==> config.mk <==
export PLATFORM = sky130hd
export DESIGN_NAME = bcs_system_regs
export DESIGN_NICKNAME = d
export VERILOG_FILES = /design/src/common/bcs_pkg.sv /design/src/common/bcs_cal_if.sv /design/src/design/bcs_dac_calib.sv /design/src/design/bcs_rst_delay.sv /design/src/design/bcs_system_regs.sv
export SDC_FILE = /design/constraint.sdc
export NUM_CORES = 1
export LEC_CHECK = 0
export ABC_AREA = 1
export ABC_CLOCK_PERIOD_IN_PS = 3670
export BUFFER_PORTS_ARGS = -buffer_cell sky130_fd_sc_hd__clkbuf_2
export CAP_MARGIN = 30
export CORE_MARGIN = 2
export CORE_UTILIZATION = 45
export DETAILED_ROUTE_END_ITERATION = 7
export GPL_ROUTABILITY_DRIVEN = 0
export PLACE_DENSITY_LB_ADDON = 0.08
export SLEW_MARGIN = 20
export SYNTH_ARGS = -nofsm -noshare
export SYNTH_HDL_FRONTEND = slang
export SYNTH_SLANG_ARGS = --single-unit
==> constraint.sdc <==
create_clock -name clk_i -period 3.67 [get_ports clk_i]
set_input_delay 0.734 -clock clk_i [delete_from_list [all_inputs] [get_ports clk_i]]
set_output_delay 0.734 -clock clk_i [all_outputs]
set_load 0.03 [all_outputs]
==> src/common/bcs_pkg.sv <==
// constants and types shared by the black calibration system register bank
package bcs_pkg;
  // register indexes, seven bits wide
  localparam logic [6:0] IDX_SETUP = 7'h70;
  localparam logic [6:0] IDX_DAC0 = 7'h71;
  localparam logic [6:0] IDX_DAC1 = 7'h72;
  localparam logic [6:0] IDX_TEST = 7'h74;
  localparam logic [6:0] IDX_AC0 = 7'h76;
  localparam logic [6:0] IDX_AC1 = 7'h77;
  localparam logic [6:0] IDX_RESET = 7'h00;
  // writable bit masks
  localparam logic [7:0] SETUP_MASK = 8'h7f;
  localparam logic [7:0] TEST_MASK = 8'h0a;
  localparam logic [7:0] AC0_MASK = 8'hbf;
  localparam logic [7:0] AC1_MASK = 8'hef;
  // reset values
  localparam logic [7:0] SETUP_RESET = 8'h01;
  localparam logic [7:0] TEST_RESET = 8'h00;
  localparam logic [7:0] AC0_RESET = 8'h00;
  localparam logic [7:0] AC1_RESET = 8'h00;
  localparam logic [7:0] DAC_RESET = 8'h80;
  // field positions
  localparam int SETUP_WIN_LSB = 2;
  localparam int SETUP_WIN_USER = 4;
  localparam int SETUP_NARROW = 5;
  localparam int SETUP_EXT = 6;
  localparam int TEST_TRI_HI = 1;
  localparam int TEST_TRI_LO = 3;
  localparam int AC0_BLANK_INH = 5;
  localparam int AC0_CLK_SEL = 7;
  localparam int AC1_DBL = 0;
  localparam int AC1_ALT = 1;
  localparam int AC1_HG = 2;
  localparam int AC1_STBY = 3;
  localparam int AC1_PH_LSB = 5;
  // black line averaging
  localparam logic [7:0] PIX_FIRST = 8'h12;
  localparam logic [7:0] PIX_LAST_ACC = 8'h7f;
  localparam logic [7:0] AVG_IDEAL = 8'h10;
  localparam logic [7:0] MON_LO_BASE = 8'h0e;
  localparam logic [7:0] MON_HI_BASE = 8'h11;
  localparam logic [7:0] TGT_LO = 8'h0f;
  localparam logic [7:0] TGT_HI = 8'h11;
  localparam logic [7:0] TGT_NARROW_LO = 8'h10;
  localparam logic [7:0] TGT_NARROW_HI = 8'h10;
  typedef enum logic [1:0] {
    TRIG_NEVER = 2'h0,
    TRIG_ALWAYS = 2'h1,
    TRIG_MONITOR = 2'h2,
    TRIG_GAIN = 2'h3
  } bcs_trig_type;
  typedef enum logic {
    PH_SAR = 1'b0,
    PH_TRACK = 1'b1
  } bcs_phase_type;
endpackage : bcs_pkg

==> src/common/bcs_cal_if.sv <==
// link between the register bank and the calibration engine
`timescale 1ns/100ps
interface bcs_cal_if;
  logic avg_valid;
  logic [7:0] avg;
  logic run;
  logic narrow;
  logic [7:0] dac0;
  logic [7:0] dac1;
  modport regs (output avg_valid, output avg, output run, output narrow,
                input dac0, input dac1);
  modport eng (input avg_valid, input avg, input run, input narrow,
               output dac0, output dac1);
endinterface : bcs_cal_if

==> src/design/bcs_dac_calib.sv <==
// two phase offset dac calibration engine
`timescale 1ns/100ps
module bcs_dac_calib (
  // clock and reset
  input wire logic clk_i,
  input wire logic rst_i,
  // register bank side
  bcs_cal_if.eng cal
);
  typedef struct packed {
    bcs_pkg::bcs_phase_type phase;
    logic sel;
    logic [2:0] bit_idx;
    logic [7:0] dac0;
    logic [7:0] dac1;
  } bcs_cal_state_type;

  bcs_cal_state_type st_ff;
  bcs_cal_state_type nxt_st;
  logic [7:0] tgt_lo;
  logic [7:0] tgt_hi;
  logic [7:0] code;

  always_comb begin
    nxt_st = st_ff;
    tgt_lo = cal.narrow ? bcs_pkg::TGT_NARROW_LO : bcs_pkg::TGT_LO;
    tgt_hi = cal.narrow ? bcs_pkg::TGT_NARROW_HI : bcs_pkg::TGT_HI;
    code = st_ff.sel ? st_ff.dac1 : st_ff.dac0;
    if (cal.avg_valid && cal.run) begin
      unique case (st_ff.phase)
        // a higher code raises the black level, so a high average drops the trial bit
        bcs_pkg::PH_SAR: begin
          if (cal.avg > bcs_pkg::AVG_IDEAL) begin
            code[st_ff.bit_idx] = 1'b0;
          end
          if (st_ff.bit_idx != 3'h0) begin
            nxt_st.bit_idx = st_ff.bit_idx - 3'h1;
            code[st_ff.bit_idx - 3'h1] = 1'b1;
          end else begin
            nxt_st.bit_idx = 3'h7;
            nxt_st.sel = ~st_ff.sel;
            if (st_ff.sel) begin
              nxt_st.phase = bcs_pkg::PH_TRACK;
            end
          end
        end
        bcs_pkg::PH_TRACK: begin
          if (cal.avg < tgt_lo && code != 8'hff) begin
            code = code + 8'h01;
          end else if (cal.avg > tgt_hi && code != 8'h00) begin
            code = code - 8'h01;
          end
          nxt_st.sel = ~st_ff.sel;
        end
      endcase
      if (st_ff.sel) begin
        nxt_st.dac1 = code;
      end else begin
        nxt_st.dac0 = code;
      end
    end
  end

  always_ff @(posedge clk_i) begin
    if (rst_i) begin
      st_ff <= '{phase: bcs_pkg::PH_SAR, sel: 1'b0, bit_idx: 3'h7,
                 dac0: bcs_pkg::DAC_RESET, dac1: bcs_pkg::DAC_RESET};
    end else begin
      st_ff <= nxt_st;
    end
  end

  assign cal.dac0 = st_ff.dac0;
  assign cal.dac1 = st_ff.dac1;
endmodule : bcs_dac_calib

==> src/design/bcs_rst_delay.sv <==
// reset timing pair delay, counted in converter clock periods
`timescale 1ns/100ps
module bcs_rst_delay (
  // clock and reset
  input wire logic clk_i,
  input wire logic rst_i,
  // converter clocks from pins
  input wire logic conv_a_i,
  input wire logic conv_b_i,
  // control
  input wire logic sel_b_i,
  input wire logic [2:0] delay_i,
  // timing pair
  input wire logic [1:0] rtp_i,
  output logic [1:0] rtp_o
);
  typedef struct packed {
    logic [1:0] sync_a;
    logic [1:0] sync_b;
    logic prev;
    logic [6:0][1:0] line;
    logic [1:0] out;
  } bcs_dly_state_type;

  bcs_dly_state_type st_ff;
  bcs_dly_state_type nxt_st;
  logic cur;

  always_comb begin
    nxt_st = st_ff;
    nxt_st.sync_a = {st_ff.sync_a[0], conv_a_i};
    nxt_st.sync_b = {st_ff.sync_b[0], conv_b_i};
    cur = sel_b_i ? st_ff.sync_b[1] : st_ff.sync_a[1];
    nxt_st.prev = cur;
    // a select change may fake one edge; the delay is only meaningful once settled
    if (cur && !st_ff.prev) begin
      nxt_st.line = {st_ff.line[5:0], rtp_i};
    end
    if (delay_i == 3'h0) begin
      nxt_st.out = rtp_i;
    end else begin
      nxt_st.out = st_ff.line[delay_i - 3'h1];
    end
  end

  always_ff @(posedge clk_i) begin
    if (rst_i) begin
      st_ff <= '0;
    end else begin
      st_ff <= nxt_st;
    end
  end

  assign rtp_o = st_ff.out;
endmodule : bcs_rst_delay

==> src/design/bcs_system_regs.sv <==
// system register bank with black level averaging, test tristates and analogue controls
`timescale 1ns/100ps
module bcs_system_regs (
  // clock and reset
  input wire logic clk_i,
  input wire logic rst_i,
  // byte register port from serial interface
  input wire logic idx_wr_i,
  input wire logic [7:0] idx_byte_i,
  input wire logic wr_byte_i,
  input wire logic [7:0] wr_data_i,
  input wire logic rd_byte_i,
  output logic [7:0] rd_data_o,
  // pixel stream and gain
  input wire logic line_start_i,
  input wire logic black_line_i,
  input wire logic pix_valid_i,
  input wire logic [7:0] pix_i,
  input wire logic [2:0] gain_i,
  // external dac values and dac codes to core
  input wire logic [7:0] ext_dac0_i,
  input wire logic [7:0] ext_dac1_i,
  output logic [7:0] first_offset_dac_o,
  output logic [7:0] second_offset_dac_o,
  // video outputs with enables
  input wire logic [7:0] vid_data_i,
  input wire logic frame_start_strobe_i,
  input wire logic qualifier_clock_i,
  output logic [7:0] data_o,
  output logic [7:0] data_oe_o,
  output logic frame_start_strobe_o,
  output logic frame_start_strobe_oe_o,
  output logic qualifier_clock_o,
  output logic qualifier_clock_oe_o,
  // analogue controls
  input wire logic blank_line_i,
  input wire logic array_read_strobe_a_i,
  input wire logic array_read_strobe_b_i,
  output logic [5:0] ana_ctrl_o,
  output logic array_read_strobe_a_o,
  output logic array_read_strobe_b_o,
  output logic dac0_double_current_o,
  output logic alt_pixel_readout_scheme_o,
  output logic dac1_high_gain_o,
  output logic standby_o,
  // reset timing pair
  input wire logic converter_clock_a_i,
  input wire logic converter_clock_b_i,
  input wire logic [1:0] reset_timing_pair_i,
  output logic [1:0] reset_timing_pair_o
);
  typedef struct packed {
    logic [6:0] idx;
    logic inc;
    logic [7:0] setup;
    logic [7:0] test;
    logic [7:0] ac0;
    logic [7:0] ac1;
    logic [7:0] rd_data;
    logic [7:0] pix_cnt;
    logic [7:0] acc_cnt;
    logic [14:0] sum;
    logic avg_valid;
    logic [7:0] avg;
    logic run;
    logic [2:0] gain_last;
    logic [7:0] dac0_out;
    logic [7:0] dac1_out;
    logic [7:0] data;
    logic [7:0] data_oe;
    logic frame_start_strobe;
    logic fst_oe;
    logic qualifier_clock;
    logic qck_oe;
    logic strobe_a;
    logic strobe_b;
  } bcs_regs_state_type;

  bcs_regs_state_type st_ff;
  bcs_regs_state_type nxt_st;
  bcs_cal_if cal_if ();

  logic [7:0] rd_mux;
  logic [14:0] sum_new;
  logic [7:0] avg_new;
  logic acc_take;
  logic acc_done;
  logic [1:0] win_sel;
  logic [7:0] mon_lo;
  logic [7:0] mon_hi;
  logic outside;
  logic run_now;
  bcs_pkg::bcs_trig_type trig;

  // read data, reserved and unused bits are zero through the stored masks
  always_comb begin
    case (st_ff.idx)
      bcs_pkg::IDX_SETUP: rd_mux = st_ff.setup;
      bcs_pkg::IDX_DAC0: rd_mux = cal_if.dac0;
      bcs_pkg::IDX_DAC1: rd_mux = cal_if.dac1;
      bcs_pkg::IDX_TEST: rd_mux = st_ff.test;
      bcs_pkg::IDX_AC0: rd_mux = st_ff.ac0;
      bcs_pkg::IDX_AC1: rd_mux = st_ff.ac1;
      default: rd_mux = 8'h00;
    endcase
  end

  // central pixel accumulation on black lines
  always_comb begin
    acc_take = pix_valid_i && black_line_i && !line_start_i &&
               st_ff.pix_cnt >= bcs_pkg::PIX_FIRST && !st_ff.acc_cnt[7];
    acc_done = acc_take && st_ff.acc_cnt == bcs_pkg::PIX_LAST_ACC;
    sum_new = st_ff.sum + {7'h00, pix_i};
    avg_new = sum_new[14:7];
  end

  // monitor window and trigger decision
  always_comb begin
    if (st_ff.setup[bcs_pkg::SETUP_WIN_USER]) begin
      win_sel = st_ff.setup[bcs_pkg::SETUP_WIN_LSB +: 2];
    end else begin
      // each set gain bit amplifies the offset noise, so it widens the window by one step
      win_sel = {1'b0, gain_i[0]} + {1'b0, gain_i[1]} + {1'b0, gain_i[2]};
      if (gain_i == 3'h7) begin
        win_sel = 2'h3;
      end
    end
    mon_lo = bcs_pkg::MON_LO_BASE - {6'h00, win_sel};
    mon_hi = bcs_pkg::MON_HI_BASE + {6'h00, win_sel};
    outside = avg_new < mon_lo || avg_new > mon_hi;
    trig = bcs_pkg::bcs_trig_type'(st_ff.setup[1:0]);
    unique case (trig)
      bcs_pkg::TRIG_NEVER: run_now = 1'b0;
      bcs_pkg::TRIG_ALWAYS: run_now = 1'b1;
      bcs_pkg::TRIG_MONITOR: run_now = outside;
      bcs_pkg::TRIG_GAIN: run_now = gain_i != st_ff.gain_last;
    endcase
    if (st_ff.ac1[bcs_pkg::AC1_STBY]) begin
      run_now = 1'b0;
    end
  end

  always_comb begin
    nxt_st = st_ff;
    nxt_st.avg_valid = 1'b0;
    nxt_st.run = 1'b0;
    if (idx_wr_i) begin
      nxt_st.idx = idx_byte_i[6:0];
      nxt_st.inc = idx_byte_i[7];
    end else if (wr_byte_i || rd_byte_i) begin
      if (wr_byte_i) begin
        case (st_ff.idx)
          bcs_pkg::IDX_SETUP: nxt_st.setup = wr_data_i & bcs_pkg::SETUP_MASK;
          bcs_pkg::IDX_TEST: nxt_st.test = wr_data_i & bcs_pkg::TEST_MASK;
          bcs_pkg::IDX_AC0: nxt_st.ac0 = wr_data_i & bcs_pkg::AC0_MASK;
          bcs_pkg::IDX_AC1: nxt_st.ac1 = wr_data_i & bcs_pkg::AC1_MASK;
          default: nxt_st.idx = st_ff.idx;
        endcase
      end
      if (rd_byte_i) begin
        nxt_st.rd_data = rd_mux;
      end
      if (st_ff.inc) begin
        nxt_st.idx = st_ff.idx + 7'h01;
      end
    end
    if (line_start_i) begin
      nxt_st.pix_cnt = 8'h00;
      nxt_st.acc_cnt = 8'h00;
      nxt_st.sum = 15'h0000;
    end else if (pix_valid_i && black_line_i) begin
      if (st_ff.pix_cnt != 8'hff) begin
        nxt_st.pix_cnt = st_ff.pix_cnt + 8'h01;
      end
      if (acc_take) begin
        nxt_st.sum = sum_new;
        nxt_st.acc_cnt = st_ff.acc_cnt + 8'h01;
      end
    end
    if (acc_done) begin
      nxt_st.avg_valid = 1'b1;
      nxt_st.avg = avg_new;
      nxt_st.run = run_now;
      if (run_now) begin
        nxt_st.gain_last = gain_i;
      end
    end
    if (st_ff.setup[bcs_pkg::SETUP_EXT]) begin
      nxt_st.dac0_out = ext_dac0_i;
      nxt_st.dac1_out = ext_dac1_i;
    end else begin
      nxt_st.dac0_out = cal_if.dac0;
      nxt_st.dac1_out = cal_if.dac1;
    end
    nxt_st.data = vid_data_i;
    nxt_st.frame_start_strobe = frame_start_strobe_i;
    nxt_st.qualifier_clock = qualifier_clock_i;
    nxt_st.data_oe[7:4] = {4{~st_ff.test[bcs_pkg::TEST_TRI_HI]}};
    nxt_st.fst_oe = ~st_ff.test[bcs_pkg::TEST_TRI_HI];
    nxt_st.qck_oe = ~st_ff.test[bcs_pkg::TEST_TRI_HI];
    nxt_st.data_oe[3:0] = {4{~st_ff.test[bcs_pkg::TEST_TRI_LO]}};
    nxt_st.strobe_a = array_read_strobe_a_i &
                      ~(st_ff.ac0[bcs_pkg::AC0_BLANK_INH] & blank_line_i);
    nxt_st.strobe_b = array_read_strobe_b_i &
                      ~(st_ff.ac0[bcs_pkg::AC0_BLANK_INH] & blank_line_i);
  end

  always_ff @(posedge clk_i) begin
    if (rst_i) begin
      st_ff <= '0;
      st_ff.idx <= bcs_pkg::IDX_RESET;
      st_ff.setup <= bcs_pkg::SETUP_RESET;
      st_ff.test <= bcs_pkg::TEST_RESET;
      st_ff.ac0 <= bcs_pkg::AC0_RESET;
      st_ff.ac1 <= bcs_pkg::AC1_RESET;
      st_ff.dac0_out <= bcs_pkg::DAC_RESET;
      st_ff.dac1_out <= bcs_pkg::DAC_RESET;
    end else begin
      st_ff <= nxt_st;
    end
  end

  assign cal_if.avg_valid = st_ff.avg_valid;
  assign cal_if.avg = st_ff.avg;
  assign cal_if.run = st_ff.run;
  assign cal_if.narrow = st_ff.setup[bcs_pkg::SETUP_NARROW];

  bcs_dac_calib u_calib (
    .clk_i(clk_i),
    .rst_i(rst_i),
    .cal(cal_if.eng)
  );

  bcs_rst_delay u_delay (
    .clk_i(clk_i),
    .rst_i(rst_i),
    .conv_a_i(converter_clock_a_i),
    .conv_b_i(converter_clock_b_i),
    .sel_b_i(st_ff.ac0[bcs_pkg::AC0_CLK_SEL]),
    .delay_i(st_ff.ac1[bcs_pkg::AC1_PH_LSB +: 3]),
    .rtp_i(reset_timing_pair_i),
    .rtp_o(reset_timing_pair_o)
  );

  assign rd_data_o = st_ff.rd_data;
  assign first_offset_dac_o = st_ff.dac0_out;
  assign second_offset_dac_o = st_ff.dac1_out;
  assign data_o = st_ff.data;
  assign data_oe_o = st_ff.data_oe;
  assign frame_start_strobe_o = st_ff.frame_start_strobe;
  assign frame_start_strobe_oe_o = st_ff.fst_oe;
  assign qualifier_clock_o = st_ff.qualifier_clock;
  assign qualifier_clock_oe_o = st_ff.qck_oe;
  assign ana_ctrl_o = st_ff.ac0[5:0];
  assign array_read_strobe_a_o = st_ff.strobe_a;
  assign array_read_strobe_b_o = st_ff.strobe_b;
  assign dac0_double_current_o = st_ff.ac1[bcs_pkg::AC1_DBL];
  assign alt_pixel_readout_scheme_o = st_ff.ac1[bcs_pkg::AC1_ALT];
  assign dac1_high_gain_o = st_ff.ac1[bcs_pkg::AC1_HG];
  assign standby_o = st_ff.ac1[bcs_pkg::AC1_STBY];
endmodule : bcs_system_regs

==> results of run 1 <==
==> worst paths after layout <==
check | depth (start not counted) | end | slack (ns)
hold reg to reg | 2 | u_delay.st_ff[18] | 0.41
setup reg to reg | 23 | st_ff[38] | 0.51
hold / removal | 2 | u_delay.st_ff[18] | 0.41
setup / recovery | 24 | st_ff[38] | 0.46
==> state kept, by name, summed over array words and instances (netlist names), 6 cells and up <==
| register | flops |
|---|---|
| ana_ctrl_o | 6 |
| cal_if.avg | 8 |
| data_o | 8 |
| first_offset_dac_o | 8 |
| rd_data_o | 8 |
| second_offset_dac_o | 8 |
| st_ff | 54 |
| u_calib.cal.dac0 | 8 |
| u_calib.cal.dac1 | 8 |
| u_delay.st_ff | 17 |
==> worst max-delay path: cells and delay by family <==
family	cells	cell delay (ns)
buf+inv	4	0.38
xor+xnor	1	0.22
fa+ha+maj	3	0.85
simple gates	13	1.07
compound gates	3	0.27
==> layer usage <==
metal	part of all wire	wire length, µm
met5	0	0
met4	0.015	327
met3	0.047	1010
met2	0.44	9510
met1	0.49	10600
==> cell usage in the layout (no fill, tap or decap), drive strengths merged <==
cell	netlist	layout
nand2	195	195
ha	34	34
o221ai	3	3
o22ai	13	13
clkinvlp	0	3
a21oi	107	107
dfxtp	155	155
o41ai	1	1
fa	2	2
a211oi	1	1
xor2	20	20
inv	165	171
o21ai	134	134
bufinv	0	1
o21a	5	5
o21bai	3	3
nor2	120	120
or2	1	1
o211ai	16	16
nor4	4	4
a22oi	2	2
a21o	1	1
a31oi	10	10
a221oi	1	1
nand4	16	16
a41oi	1	1
nand3	56	56
clkbuf	30	147
xnor2	6	6
clkinv	6	6
nor3	17	17
buf	55	11
==> kinds of logic after synthesis <==
kind of cell    count (synthesis)  synth area share
buf+inv                       256             0.140
flops                         155             0.368
fa+ha+maj                      36            0.0552
simple gates                  409             0.211
xor+xnor                       26            0.0270
compound gates                298             0.199
==> final cells by class <==
| cell class | count | area share |
|---|---|---|
| well taps | 234 | 0.0309 |
| inverters | 171 | 0.0683 |
| clock buffers | 22 | 0.0490 |
| repair buffers | 136 | 0.0747 |
| flip-flops and latches | 155 | 0.328 |
| multi-input cells | 769 | 0.438 |
| clock inverters | 10 | 0.0111 |
==> per-stage QoR <==
step / worst slack [ns] / cells / total power [mW] / utilization / hold WS [ns]
4_1_cts: 0.464 / 1497 / 3.73 / 0.512 / 0.408
3_3_place_gp: 0.173 / 1465 / 2.00 / 0.481 / 0.398
6_report: 0.460 / 1497 / 3.69 / 0.512 / 0.406
2_1_floorplan: 0.483 / 1180 / 1.93 / - / 0.388
5_1_grt: 0.172 / 1497 / 3.83 / 0.512 / 0.428
3_5_place_dp: 0.0390 / 1465 / 2.01 / 0.481 / 0.399
==> power groups by stage <==
stage / Clock [mW] / Sequential [mW] / Combinational (mW)
detailed placement: 0 / 1.76 / 0.242
floorplan: 0 / 1.77 / 0.163
CTS: 1.76 / 1.73 / 0.243
finish: 1.73 / 1.73 / 0.241
global placement: 0 / 1.76 / 0.238
global route: 1.83 / 1.73 / 0.273
==> metrics, run 1 <==
status finished, final reports clean; Net Sw Power 917 µW; Hold Path Class reg -> reg; Seq/Total Area, Yosys 0.368; syn_nets 1284; Layout area overhead 12.3%; GR Overflow Total 0; Worst-path clk slew 0.06 ns; Worst Setup End Kind register; CTS max path bufs 2; GR Util All Layers 0.215; Clk network pwr share 0.468; Die ar. 19900 µm²; Fin. Hold Viols 0; Tcrit/Tclk final 0.875; most used cell along the critical path nand2_1; fin. max-slew vios 0; I/O pin count 126; GRT Max-Usage Layer met2; Starting Density 0.455; CP max stage cell fa_1; Die X 141 µm; Synth Flop Type dfxtp_1; crit-path max cell delay 0.39 ns; Post-DRT Antenna Nets 0; most common cell in the netlist nand2_1; P_leak 4.31 nW; Starting DRT DRC Count 465; register area 3100 µm²; Vias per Instance 5.09; EDFF count, synth 0; Yosys top cell area share 0.368; Post-synth ARST share 0; Layout Nets 1354; #FFs+latches synth 155; post-route clock skew 0.0117 ns; largest net degree at the start of global routing 43; WP data arrival 3.53 ns; DP HPWL 15800 µm; first-pass GRT wire length 34400 µm; top post-synthesis cells by count nand2_1 (189), inv_1 (162), dfxtp_1 (155), o21ai_0 (121), nor2_1 (118); Worst Path Max Fanout 7; drt drc 0; Logic pwr share 0.065; GR Util met1 0.297; crit path from pix_i[0]; Fill cells 1897; TritonCTS clock tree yes; clk_lat worst skew 0.43 ns; Slew Limit Headroom 0.466; post-route cell area 9470 µm²; DRT Wirelength 21400 µm; vias in the first global route 6847; Yosys top cell by area dfxtp_1; cell count after synthesis 1180; CP required 3.99 ns; worst r2r src st_ff[51]; initial antenna violation count 0; switching share of power 0.248; cell chain of the critical path clkbuf_2, ha_1, inv_1, fa_1, inv_1, nand3_1, nand3_1, nand2_1, nand2_1, xor2_1, inv_1, ha_1, nand2_1, o21ai_0, o21ai_0, nand3_1, nand2_1, nand2_1, o21bai_1, nand2_1, nand2_1, nand2_1, nand2_1, nor2_1; Port Buffers 125; Peak VDD IR 0.330 mV; Power Dens Cells 390 nW/µm²; CTS buffer count 17; share of cells above drive strength 1 0.158; Final setup viols 0; Cell Rows 50; Hold Startpoint u_delay.nxt_st[18]; Int Pwr 2.78 mW; measured slew at the worst slew-check pin 0.797 ns; dpl cell area 8900 µm²; Synth cell types 51; synth top area cells dfxtp_1 (37%), nand2_1 (8.4%), inv_1 (7.2%); WL/cell 14.3 µm; Core Area 18500 µm²; hold-fix buffers at CTS 0; Worst setup SP type input pin; Fmax 0.312 GHz; M2 GR Usage 0.342; RSZ-0062 raised after global routing false; area taken by multi-input logic gates 4150 µm²; WS Path Type in -> reg; CTS Root Cell clkbuf_16; H-tree Lvls 4; DIE HEIGHT 141 µm; drt first pass iters 7; setup tns final 0 ns; total clock sinks 155; Post-CTS Resized 0; Final min period 3.21 ns; Mean Syn Cell Area 7.15 µm²; sequential power share 0.467; Syn. warnings 0; max-cap check violation count 0; n_diodes 0; Mapped Area 8430 µm²; postcts setup bufs 0; GR Layer Usage met3 0.0465; total number of vias 7615
Note: power is estimated with default switching activity, not from simulation.
==> inputs of run 2 (changes only) <==
CORE_UTILIZATION = 58   (was 45)
==> run 2 against run 1 <==
Compared with the run above: worst setup slack lost 0.016 ns; wire length decreased by 6.1%; register-to-register slack worse by 0.02 ns; total power barely moved; die area shrank 22%; cell count decreased by 3.5%.
==> metrics, run 2 (same netlist as run 1, synthesis figures left out) <==
status finished, final reports clean; n_diodes 0; Hold Path Class reg -> reg; I/O pin count 126; WL/cell 13.9 µm; CTS max path bufs 2; Post-DRT Antenna Nets 0; Fill cells 1299; Final min period 3.23 ns; Fin. Hold Viols 0; Layout area overhead 11.6%; WP data arrival 3.55 ns; CP max stage cell fa_1; CTS Root Cell clkbuf_16; Worst-path clk slew 0.06 ns; Net Sw Power 911 µW; CP required 3.99 ns; Starting Density 0.587; drt first pass iters 5; RSZ-0062 raised after global routing false; Port Buffers 125; Die X 125 µm; register area 3100 µm²; total number of vias 7734; switching share of power 0.247; TritonCTS clock tree yes; Hold Startpoint u_delay.nxt_st[20]; vias in the first global route 6933; WHS Path Cells 2; most used cell along the critical path nand2_1; hold path endpoint u_delay.st_ff[20]; GR Util All Layers 0.260; cell chain of the critical path clkbuf_2, ha_1, inv_1, fa_1, inv_1, nand3_1, nand3_1, nand2_1, nand2_1, xor2_1, inv_1, ha_1, nand2_1, o21ai_0, o21ai_0, nand3_1, nand2_1, nand2_1, o21bai_1, nand2_1, nand2_1, nand2_1, nand2_1, nor2_1; DP HPWL 14800 µm; DRT met1 WL 9320 µm; Final setup viols 0; Logic pwr share 0.065; largest net degree at the start of global routing 63; DR WL met2 9210 µm; Worst setup SP type input pin; Power Dens Cells 392 nW/µm²; Biggest register st_ff; postcts setup bufs 0; Layout Nets 1351; DIE HEIGHT 125 µm; crit-path max cell delay 0.40 ns; drt drc 0; WS Path Type in -> reg; utilization after layout 0.655; Clk network pwr share 0.467; Core Area 14400 µm²; routed wl met3 1220 µm; P_leak 4.30 nW; Vias per Instance 5.36; GR Overflow Total 0; area taken by multi-input logic gates 4150 µm²; hold-fix buffers at CTS 0; share of cells above drive strength 1 0.158; worst r2r src st_ff[51]; leading cell type in the layout, fill and taps excluded nand2_1; Die ar. 15500 µm²; H-tree Lvls 4; post-route clock skew 0.00726 ns; initial antenna violation count 0; Worst Path Max Fanout 7; CTS buffer count 17; Peak VDD IR 0.333 mV; clk_lat worst skew 0.43 ns; Int Pwr 2.78 mW; highest routed layer met4; Worst Setup End Kind register; Post-CTS Resized 0; Final Hold Slack 0.406 ns; largest registers st_ff: 54 flops, u_delay.st_ff: 17 flops; r2r endpoint st_ff[39]; Fmax 0.310 GHz; sequential power share 0.468; Cell Rows 44; Starting DRT DRC Count 552; r2r worst-path depth 23; Reg2Reg Setup Slack 0.49 ns; commonest non-fill, non-tap cells in the layout nand2_1 (189), inv_1 (162), dfxtp_1 (155), clkbuf_2 (125), o21ai_0 (121); max-cap check violation count 0; first-pass GRT wire length 33200 µm; Tcrit/Tclk final 0.879; measured slew at the worst slew-check pin 0.769 ns; placed cell count 1412; total clock sinks 155; setup tns final 0 ns; Slew Limit Headroom 0.487; fin. max-slew vios 0; DRT Wirelength 20100 µm; Largest register FFs 54; total power 3.69 mW; non-filler cells, final 1444
==> run 2: layout make-up <==
type / count / share of cell area
multi-input combinational: 769 / 0.441
sequential: 155 / 0.330
timing repair buffer: 133 / 0.0741
inverter: 171 / 0.0687
clock buffer: 19 / 0.0481
tap: 184 / 0.0244
clock inverter: 13 / 0.0140
==> run 2: power groups by stage <==
stage	Clock, mW	Sequential [mW]	Combinational, mW
6_report	1.72	1.73	0.240
5_1_grt	1.82	1.73	0.270
4_1_cts	1.75	1.73	0.241
3_5_place_dp	0	1.76	0.239
3_3_place_gp	0	1.76	0.234
2_1_floorplan	0	1.77	0.163
==> run 2: how the worst max path moves through the flow <==
stage	from	endpoint	slack, ns	depth (start not counted)
5_1_grt	pix_i[0]	st_ff[38]	0.07	24
3_3_place_gp	pix_i[0]	st_ff[40]	0.16	24
3_5_place_dp	pix_i[0]	st_ff[39]	0.03	24
2_1_floorplan	pix_i[0]	st_ff[38]	0.48	23
4_1_cts	pix_i[0]	st_ff[39]	0.45	24
6_report	pix_i[0]	st_ff[39]	0.44	24
==> run 2: metrics by stage <==
step	cell area (µm²)	setup slack, ns
2_1_floorplan	8430	0.483
3_3_place_gp	8830	0.163
3_5_place_dp	8830	0.0332
4_1_cts	9420	0.453
5_1_grt	9420	0.0669
6_report	9420	0.445
==> run 2: worst max-delay path: cells and delay by family <==
kind	cells	cell delay, ns
buf+inv	4	0.37
compound gates	3	0.24
simple gates	13	1.08
xor+xnor	1	0.21
fa+ha+maj	3	0.89
==> run 2: per-layer routing <==
| metal | GRT usage | vias to the layer above |
|---|---|---|
| li1 | - | 3961 |
| met1 | 0.350 | 3522 |
| met2 | 0.419 | 220 |
| met3 | 0.0494 | 31 |
| met4 | 0.0899 | 0 |
| met5 | 0 | - |
